<file path="src/include/scan_beacon_pkg.sv">
// Constants, enumerations and carrier structs for the scan and beacon settings block
package scan_beacon_pkg;

    // Frame framing bytes
    localparam logic [7:0] FRAME_START = 8'h02;
    localparam logic [7:0] setting_write_request = 8'h11;
    localparam logic [7:0] setting_read_request = 8'h10;
    localparam logic [7:0] setting_write_confirm = 8'h51;
    localparam logic [7:0] setting_read_confirm = 8'h50;

    // Confirm status values
    localparam logic [7:0] STATUS_OK = 8'h00;
    localparam logic [7:0] STATUS_FAIL = 8'h01;

    // Settings indices held by this block
    localparam logic [7:0] IDX_SECURITY = 8'h0c;
    localparam logic [7:0] IDX_SCAN = 8'h0d;
    localparam logic [7:0] IDX_BEACON = 8'h0e;

    // Reset values of the settings
    localparam logic [7:0] SECURITY_RESET = 8'h00;
    localparam logic [7:0] SCAN_RESET = 8'h00;
    localparam logic [7:0] BEACON_RESET = 8'h00;

    // Scan behaviour field layout
    localparam int SCAN_ACTIVE_BIT = 0;
    localparam logic [7:0] SCAN_WRITE_MASK = 8'h01;

    // Beacon reception mode codes
    localparam logic [7:0] BEACON_OFF = 8'h00;
    localparam logic [7:0] BEACON_INTERPRET = 8'h01;
    localparam logic [7:0] BEACON_RAW = 8'h02;
    localparam logic [7:0] BEACON_FILTERED = 8'h03;
    localparam logic [7:0] BEACON_SIGNAL = 8'h04;

    // Response byte positions
    localparam logic [2:0] POS_START = 3'h0;
    localparam logic [2:0] POS_CMD = 3'h1;
    localparam logic [2:0] POS_LEN_LO = 3'h2;
    localparam logic [2:0] POS_LEN_HI = 3'h3;
    localparam logic [2:0] POS_STATUS = 3'h4;
    localparam logic [2:0] POS_VALUE = 3'h5;
    localparam logic [2:0] POS_LAST_SHORT = 3'h5;
    localparam logic [2:0] POS_LAST_LONG = 3'h6;
    localparam logic [7:0] LEN_SHORT = 8'h01;
    localparam logic [7:0] LEN_LONG = 8'h02;

    // Advertising store size
    localparam int DB_DEPTH = 25;
    localparam logic [4:0] DB_LAST = 5'h18;

    // Frame receive states
    typedef enum logic [2:0] {
        RX_IDLE = 3'b000,
        RX_CMD = 3'b001,
        RX_LEN_LO = 3'b010,
        RX_LEN_HI = 3'b011,
        RX_PAYLOAD = 3'b100,
        RX_CSUM = 3'b101,
        RX_RESP = 3'b110
    } rx_state_e;

    // Report kinds to the host
    typedef enum logic [1:0] {
        REP_BEACON = 2'b00,
        REP_RAW = 2'b01,
        REP_SIGNAL = 2'b10
    } report_kind_e;

    // One received advertising or scan response packet
    typedef struct packed {
        logic valid;
        logic scan_rsp;
        logic family;
        logic spp_uuid;
        logic [47:0] sender_radio_address;
        logic [15:0] content_tag;
        logic [7:0] rssi;
        logic [7:0] tx_level;
    } adv_s;

    // One report towards the host
    typedef struct packed {
        report_kind_e kind;
        logic [47:0] sender_radio_address;
        logic [15:0] content_tag;
        logic [7:0] rssi;
        logic [7:0] tx_level;
    } report_s;

    // One entry of the advertising store
    typedef struct packed {
        logic used;
        logic [47:0] addr;
        logic [15:0] tag;
    } db_entry_s;

endpackage

</file>
<file path="src/hdl/adv_database.sv">
// Advertising store of 25 senders with duplicate detection and oldest eviction
`timescale 1ns/1ps
module adv_database
    import scan_beacon_pkg::*;
(
    input wire logic clk,
    input wire logic rst_b,
    input wire adv_s look,
    input wire logic store,
    output logic duplicate
);

    // Whole state: entries and insertion pointer
    typedef struct packed {
        db_entry_s [DB_DEPTH-1:0] ent;
        logic [4:0] wr_ptr;
    } db_state_s;

    db_state_s state_reg; // Registered store
    db_state_s state_next; // Next store
    logic found; // Sender already known
    logic [4:0] found_idx; // Slot of known sender

    // Lookup and update of the store
    always_comb begin
        state_next = state_reg;
        found = 1'b0;
        found_idx = 5'h00;
        duplicate = 1'b0;
        for (int i = 0; i < DB_DEPTH; i++) begin
            // Match on sender address
            if (state_reg.ent[i].used && state_reg.ent[i].addr == look.sender_radio_address) begin
                found = 1'b1;
                found_idx = 5'(i);
            end
        end
        // Same sender and same content already in the store
        if (found && state_reg.ent[found_idx].tag == look.content_tag) begin
            duplicate = 1'b1;
        end
        if (store) begin
            if (found) begin
                // Known sender, refresh its content
                state_next.ent[found_idx].tag = look.content_tag;
            end else begin
                state_next.ent[state_reg.wr_ptr].used = 1'b1;
                state_next.ent[state_reg.wr_ptr].addr = look.sender_radio_address;
                state_next.ent[state_reg.wr_ptr].tag = look.content_tag;
                state_next.wr_ptr = (state_reg.wr_ptr == DB_LAST) ? 5'h00 : state_reg.wr_ptr + 5'h01;
            end
        end
    end

    // State register
    always_ff @(posedge clk) begin
        if (!rst_b) begin
            state_reg <= '0;
        end else begin
            state_reg <= state_next;
        end
    end

endmodule // adv_database

</file>
<file path="src/hdl/radio_scan_beacon_settings.sv">
// Command frame handler for scan and beacon settings with beacon reception
`timescale 1ns/1ps
module radio_scan_beacon_settings
    import scan_beacon_pkg::*;
(
    input wire logic clk,
    input wire logic rst_b,
    input wire logic [7:0] rx_data,
    input wire logic rx_valid,
    output logic rx_ready,
    output logic [7:0] tx_data,
    output logic tx_valid,
    input wire logic tx_ready,
    input wire logic scan_running,
    input wire adv_s adv,
    output logic active_scan,
    output logic scan_req,
    output logic [47:0] scan_req_addr,
    output report_s report,
    output logic report_valid
);

    // Whole state of the block
    typedef struct packed {
        rx_state_e st;
        logic [7:0] cmd;
        logic [15:0] len;
        logic [15:0] cnt;
        logic [7:0] index;
        logic [7:0] value;
        logic [7:0] cs;
        logic [7:0] r_cmd;
        logic [7:0] r_status;
        logic [7:0] r_value;
        logic r_two;
        logic [2:0] r_pos;
        logic [7:0] r_cs;
        logic [7:0] tx_data;
        logic tx_valid;
        logic [7:0] security;
        logic [7:0] scan;
        logic [7:0] beacon;
        report_s rep;
        logic rep_valid;
        logic scan_req;
        logic [47:0] scan_addr;
    } state_s;

    state_s state_reg; // Registered state
    state_s state_next; // Next state
    logic rx_take; // Byte accepted this cycle
    logic tx_take; // Byte sent this cycle
    logic beacon_on; // A defined beacon mode other than off is set
    logic active_now; // Active scanning in force
    logic duplicate; // Packet seen before
    logic db_store; // Write packet to store
    logic [7:0] resp_byte; // Byte at current response position
    logic [2:0] last_pos; // Position of checksum byte
    logic settings_ok; // Request names a held setting

    // Advertising store
    adv_database u_db (
        .clk(clk),
        .rst_b(rst_b),
        .look(adv),
        .store(db_store),
        .duplicate(duplicate)
    );

    // Handshakes and outputs
    assign rx_ready = (state_reg.st != RX_RESP);
    assign rx_take = rx_valid && rx_ready;
    assign tx_take = state_reg.tx_valid && tx_ready;
    assign tx_data = state_reg.tx_data;
    assign tx_valid = state_reg.tx_valid;
    assign report = state_reg.rep;
    assign report_valid = state_reg.rep_valid;
    assign scan_req = state_reg.scan_req;
    assign scan_req_addr = state_reg.scan_addr;
    assign active_scan = active_now;

    // Mode decode
    always_comb begin
        // only codes 1 to 4 act
        beacon_on = (state_reg.beacon >= BEACON_INTERPRET) && (state_reg.beacon <= BEACON_SIGNAL);
        active_now = state_reg.scan[SCAN_ACTIVE_BIT] || beacon_on;
        db_store = adv.valid && scan_running && beacon_on;
        settings_ok = (state_reg.index == IDX_SECURITY) || (state_reg.index == IDX_SCAN)
            || (state_reg.index == IDX_BEACON);
    end

    // Response byte selection
    always_comb begin
        last_pos = state_reg.r_two ? POS_LAST_LONG : POS_LAST_SHORT;
        case (state_reg.r_pos)
            POS_START: resp_byte = FRAME_START;
            POS_CMD: resp_byte = state_reg.r_cmd;
            POS_LEN_LO: resp_byte = state_reg.r_two ? LEN_LONG : LEN_SHORT;
            POS_LEN_HI: resp_byte = 8'h00;
            POS_STATUS: resp_byte = state_reg.r_status;
            default: begin
                if (state_reg.r_pos == last_pos) begin
                    resp_byte = state_reg.r_cs;
                end else begin
                    resp_byte = state_reg.r_value;
                end
            end
        endcase
    end

    // Frame engine and beacon reporting
    always_comb begin
        state_next = state_reg;
        state_next.rep_valid = 1'b0;
        state_next.scan_req = 1'b0;

        case (state_reg.st)
            RX_IDLE: begin
                // Wait for the start byte
                if (rx_take && rx_data == FRAME_START) begin
                    state_next.cs = rx_data;
                    state_next.st = RX_CMD;
                end
            end
            RX_CMD: begin
                if (rx_take) begin
                    state_next.cmd = rx_data;
                    state_next.cs = state_reg.cs ^ rx_data;
                    state_next.index = 8'h00;
                    state_next.value = 8'h00;
                    state_next.st = RX_LEN_LO;
                end
            end
            RX_LEN_LO: begin
                // Length low byte first
                if (rx_take) begin
                    state_next.len[7:0] = rx_data;
                    state_next.cs = state_reg.cs ^ rx_data;
                    state_next.st = RX_LEN_HI;
                end
            end
            RX_LEN_HI: begin
                if (rx_take) begin
                    state_next.len[15:8] = rx_data;
                    state_next.cs = state_reg.cs ^ rx_data;
                    state_next.cnt = 16'h0000;
                    // Empty payload goes straight to the checksum
                    state_next.st = ({rx_data, state_reg.len[7:0]} == 16'h0000) ? RX_CSUM
                        : RX_PAYLOAD;
                end
            end
            RX_PAYLOAD: begin
                // First byte index, second value, rest ignored
                if (rx_take) begin
                    if (state_reg.cnt == 16'h0000) begin
                        state_next.index = rx_data;
                    end
                    if (state_reg.cnt == 16'h0001) begin
                        state_next.value = rx_data;
                    end
                    state_next.cs = state_reg.cs ^ rx_data;
                    state_next.cnt = state_reg.cnt + 16'h0001;
                    if (state_reg.cnt + 16'h0001 == state_reg.len) begin
                        state_next.st = RX_CSUM;
                    end
                end
            end
            RX_CSUM: begin
                if (rx_take) begin
                    state_next.st = RX_IDLE;
                    state_next.r_pos = POS_START;
                    state_next.r_cs = 8'h00;
                    state_next.r_two = 1'b0;
                    state_next.r_status = STATUS_FAIL;
                    state_next.r_value = 8'h00;
                    if (rx_data == state_reg.cs) begin
                        if (state_reg.cmd == setting_write_request) begin
                            state_next.st = RX_RESP;
                            state_next.r_cmd = setting_write_confirm;
                            if (settings_ok && state_reg.len >= 16'h0002) begin
                                state_next.r_status = STATUS_OK;
                                case (state_reg.index)
                                    IDX_SECURITY: state_next.security = state_reg.value;
                                    IDX_SCAN: state_next.scan = state_reg.value & SCAN_WRITE_MASK;
                                    IDX_BEACON: state_next.beacon = state_reg.value;
                                    default: state_next.r_status = STATUS_FAIL;
                                endcase
                            end
                        end else if (state_reg.cmd == setting_read_request) begin
                            state_next.st = RX_RESP;
                            state_next.r_cmd = setting_read_confirm;
                            if (settings_ok && state_reg.len >= 16'h0001) begin
                                state_next.r_status = STATUS_OK;
                                state_next.r_two = 1'b1;
                                case (state_reg.index)
                                    IDX_SECURITY: state_next.r_value = state_reg.security;
                                    IDX_SCAN: state_next.r_value = state_reg.scan;
                                    IDX_BEACON: state_next.r_value = state_reg.beacon;
                                    default: state_next.r_value = 8'h00;
                                endcase
                            end
                        end
                    end
                end
            end
            RX_RESP: begin
                // Send one response byte at a time
                if (!state_reg.tx_valid) begin
                    state_next.tx_data = resp_byte;
                    state_next.tx_valid = 1'b1;
                end else if (tx_take) begin
                    state_next.r_cs = state_reg.r_cs ^ state_reg.tx_data;
                    state_next.tx_valid = 1'b0;
                    state_next.r_pos = state_reg.r_pos + 3'h1;
                    if (state_reg.r_pos == last_pos) begin
                        state_next.st = RX_IDLE;
                    end
                end
            end
            default: begin
                state_next.st = RX_IDLE;
            end
        endcase

        // Radio packet handling while scanning
        if (adv.valid && scan_running) begin
            state_next.rep.sender_radio_address = adv.sender_radio_address;
            state_next.rep.content_tag = adv.content_tag;
            state_next.rep.rssi = adv.rssi;
            state_next.rep.tx_level = adv.tx_level;
            if (active_now && !adv.scan_rsp) begin
                state_next.scan_req = 1'b1;
                state_next.scan_addr = adv.sender_radio_address;
            end
            case (state_reg.beacon)
                BEACON_INTERPRET: begin
                    state_next.rep.kind = REP_BEACON;
                    state_next.rep_valid = adv.family;
                end
                BEACON_RAW: begin
                    state_next.rep.kind = REP_RAW;
                    state_next.rep_valid = 1'b1;
                end
                BEACON_FILTERED: begin
                    state_next.rep.kind = REP_BEACON;
                    state_next.rep_valid = adv.family && !duplicate;
                end
                BEACON_SIGNAL: begin
                    state_next.rep.kind = REP_SIGNAL;
                    state_next.rep_valid = adv.spp_uuid;
                end
                default: begin
                    // off and reserved codes report nothing
                    state_next.rep_valid = 1'b0;
                end
            endcase
        end
    end

    // State register
    always_ff @(posedge clk) begin
        if (!rst_b) begin
            state_reg <= '0;
            state_reg.st <= RX_IDLE;
            state_reg.security <= SECURITY_RESET;
            state_reg.scan <= SCAN_RESET;
            state_reg.beacon <= BEACON_RESET;
        end else begin
            state_reg <= state_next;
        end
    end

endmodule // radio_scan_beacon_settings

</file>
<file path="config.mk">
export PLATFORM = sky130hd
export DESIGN_NAME = radio_scan_beacon_settings
export DESIGN_NICKNAME = d
export VERILOG_FILES = /design/src/include/scan_beacon_pkg.sv /design/src/hdl/adv_database.sv /design/src/hdl/radio_scan_beacon_settings.sv
export SDC_FILE = /design/constraint.sdc
export NUM_CORES = 2
export LEC_CHECK = 0
export ABC_AREA = 1
export BUFFER_PORTS_ARGS = -buffer_cell sky130_fd_sc_hd__buf_2
export CELL_PAD_IN_SITES_DETAIL_PLACEMENT = 1
export CELL_PAD_IN_SITES_GLOBAL_PLACEMENT = 2
export CORE_ASPECT_RATIO = 1.25
export CORE_UTILIZATION = 40
export DETAILED_ROUTE_END_ITERATION = 10
export PLACE_DENSITY = 0.92
export SYNTH_ARGS = -nofsm -noshare
export SYNTH_HDL_FRONTEND = slang
export SYNTH_SLANG_ARGS = --single-unit
</file>
<file path="constraint.sdc">
create_clock -name clk -period 9.6 [get_ports clk]
set_clock_uncertainty 0.1 [all_clocks]
set_input_delay 0.48 -clock clk [delete_from_list [all_inputs] [get_ports clk]]
set_output_delay 0.48 -clock clk [all_outputs]
set_load 0.1 [all_outputs]
</file>
==> reports/metrics.yaml <==
worst_setup_path:
  path_delay_family: "simple AND/OR/NAND/NOR gates"
  rrSetupSlack_ns: 2.73
  cp_num_buf_inv: 8
  path_max_fanout: 97
  startpoint_type: "input pin"
  reg2reg_depth: 26
  crit_required_ns: 10.27
  slowest_stage: "nor4_1"
  r2r-start: "u_db.state_reg[1004]"
  cp.arrival_ns: 7.73
  cp_common_cell: "buf_4"
  worstPathCellList: "buf_2, inv_2, buf_4, nand2_1, o21ai_0, nor4_1, nand3_1, nor4_1, or4_1, nor3_4, nand2_2, inv_2, nand2_1, nor2_4, buf_4, inv_1, o21ai_2, buf_4, inv_1, o21ai_0, a21oi_1"
  setup.worst_path.class: "in -> reg"
  regToRegEndpoint: "report_valid"
  endpoint_kind: "flop"
  cpPeakStageDelay_ns: 0.95
clock_network:
  cts_inserted_buffers: 196
  clock-sinks: 1878
  cts_tree: "done"
  insertion_delay_ns: 0.88
  clockBufferDepth: 3
  postCtsSetupRepairBufs: 0
  clkTransAtPathRegs_ns: 0.06
  cts_max_level: 4
  cts-root-buf: "clkbuf_16"
floorplanning:
  start_util_pct: 40.4
  design.core.area_um2: 208000
  fp.dieH_um: 515
  dieArea_um2: 212000
  io_pins: 240
  rows: 187
  chipWidth_um: 412
worst_hold_path:
  hp-start: "rst_b"
  whs_path_depth: 3
  min_path_type: "in -> reg"
  hold_end: "u_db.state_reg[1316]"
sta:
  setup_viol_count_final: 0
  tns_ns: 0
  achievable-frequency_mhz: 142
  rsz0062_at_grt: "no"
  period_share_pct: 73.5
  worst_pin_slew_ns: 1.42
  maxSlewHeadroom_pct: 5.09
  finalMaxSlewViolations: 0
  whs_ns: 0.0714
  finalHoldViolations: 0
  period_needed_ns: 7.06
  worst_slack_ns: 2.54
yosys:
  synth_edf_count: 0
  synth_ff_type: "dfxtp_1"
  syn_area_per_cell_um2: 7.52
  netlist_area_um2: 84200
  ys_async_sr_fraction_pct: 0
  synth_seq_cells: 1878
  ys_types: 56
  synth_cells: 11200
  synthesis.nets: 11300
  ys_seq_area_share_pct: 44.7
  synth-warning-count: 0
route:
  wl_per_cell_um: 27.6
  firstDrtPassIters: 6
  routed_via_density: 6.17
  wl_met3_um: 28100
  wl_met2_um: 173000
  drtAntennaViolNets: 0
  first_iter_violations: 8076
  top_layer: "met5"
  drt_wl_total_um: 377000
  drc: 0
  vias: 84200
  met1_length_um: 146000
grt:
  grt_pass1_vias: 83600
  antenna_found_initial: 22
  overflow: 0
  grt_pass1_wl_um: 548000
  grt_use_total_pct: 34.2
  grt_max_degree: 261
layout:
  layout_commonest_cell: "o21ai_0"
  layout.cells.most_common_list: "2091 x o21ai_0, 1878 x dfxtp_1, 1731 x a21oi_1, 1264 x nand2_1, 641 x inv_1"
  syn_to_final_growth_pct: 9.99
  utilization_pct: 44.4
  largest_reg_flops: 1630
  fillers: 25300
  layout-drive-gt1-share_pct: 9.41
  fin_nets: 10900
placed_design:
  dp_hpwl_um: 241000
  gp_congestion: 0.934
  pre_cts_slack_ns: 1.94
  io_buffers: 239
power:
  p_leak_nw: 34.4
  powerDensity_nw_per_um2: 188
  vdd_ir_drop_max_mv: 0.173
job:
  max-cap-violations: 0
run_status:
  status: "finished, final reports clean"
[worst reg2reg max path: stages, from the launching register on]
cell and delay, ns:
dfxtp_1 0.32, or2_2 0.29, a221oi_1 1.04, nand3_1 0.25, or4_1 0.74, nand2_1 0.25
nor2_1 0.12, o21bai_1 0.40, nand2_1 0.14, nand2_2 0.20, nand2_4 0.30, buf_4 0.39
nor2_2 0.72, buf_12 0.29, nand2_1 0.08, nand3_1 0.10, o21ai_1 0.10, nor2_1 0.14
nor2_1 0.07, nand2_1 0.06, nand2_1 0.05, nand2_1 0.11, nand2_1 0.07, nor2_1 0.20
nand3_1 0.12, nand2_1 0.07, inv_1 0.04
[metal layers]
layer / global-route usage [%] / vias to the layer above
li1: - / 37400
met1: 41.3 / 42000
met2: 55.3 / 3720
met3: 5.51 / 1126
met4: 24.2 / 8
met5: 0 / -
[how the worst max path moves through the flow]
stage	cells past startpoint	end	from	slack (ns)
floorplan	26	report_valid	adv[36]	5.61
global placement	32	report_valid	adv[68]	1.95
detailed placement	29	report_valid	adv[50]	1.94
CTS	29	report_valid	adv[50]	2.84
global route	38	u_db.state_reg[919]	adv[59]	2.28
finish	21	u_db.state_reg[464]	adv[68]	2.54
[report_power, final]
part / switching, mW / internal (mW) / total [mW]
Clock: 3.40 / 4.48 / 7.88
Sequential: 0.0528 / 7.87 / 7.92
Combinational: 1.25 / 0.339 / 1.59
Total: 4.71 / 12.7 / 17.4
[cell type report]
type | instances | area [µm²] | share of cell area [%]
diodes | 4 | 10.0 | 0.0108
clock buffers | 288 | 5780 | 6.24
clock inverters | 68 | 734 | 0.793
inverters | 705 | 2680 | 2.90
multi-input cells | 7452 | 38700 | 41.8
flip-flops and latches | 1878 | 37600 | 40.6
well taps | 2740 | 3430 | 3.70
repair buffers | 515 | 3660 | 3.95
[synth_stat cells (all sizes together) (9+ instances only)]
cell     number  area share (%)
nand3b       10           0.089
o22ai       189             1.4
a221oi      106             1.1
clkinv        9           0.040
nor4        145             1.1
inv         696             3.1
dfxtp      1878              45
o21ai      2148              13
buf         420             3.2
nor2        602             2.7
clkbuf      741             3.3
nand2      1275             5.8
a21oi      1731              10
a31oi        12           0.089
nor3         47            0.29
nand3       275             1.6
xor2        181             1.9
or2         119            0.88
o211ai       25            0.22
nand4       140             1.0
ha           11            0.16
or4          13            0.12
a22o         96             1.0
xnor2       147             1.5
o2111ai      12            0.12
a211oi      139             1.2
[cells by family after synthesis]
| group | share of synthesized area (%) |
|---|---|
| AOI/OAI and AO/OA | 28.5 |
| xor gates and xnor gates | 3.41 |
| adders and majority gates | 0.163 |
| buffers and inverters | 9.61 |
| DFF | 44.7 |
| and+or+nand+nor | 13.7 |
[per-stage QoR]
step / instances / total power [mW] / instance area [µm²]
4_1_cts: 13600 / 17.4 / 92600
2_1_floorplan: 11200 / 9.04 / 84200
3_3_place_gp: 13300 / 9.60 / 85800
3_5_place_dp: 13300 / 9.63 / 85800
6_report: 13700 / 17.4 / 92600
5_1_grt: 13600 / 17.8 / 92600
[what timing repair did]
action / 4_1_cts / 5_1_grt
endpoints found under the hold margin: 66 / 0
gates resized for setup: 0 / 0
hold buffers: 31 / 0
Power figures use the tool's default switching activity.
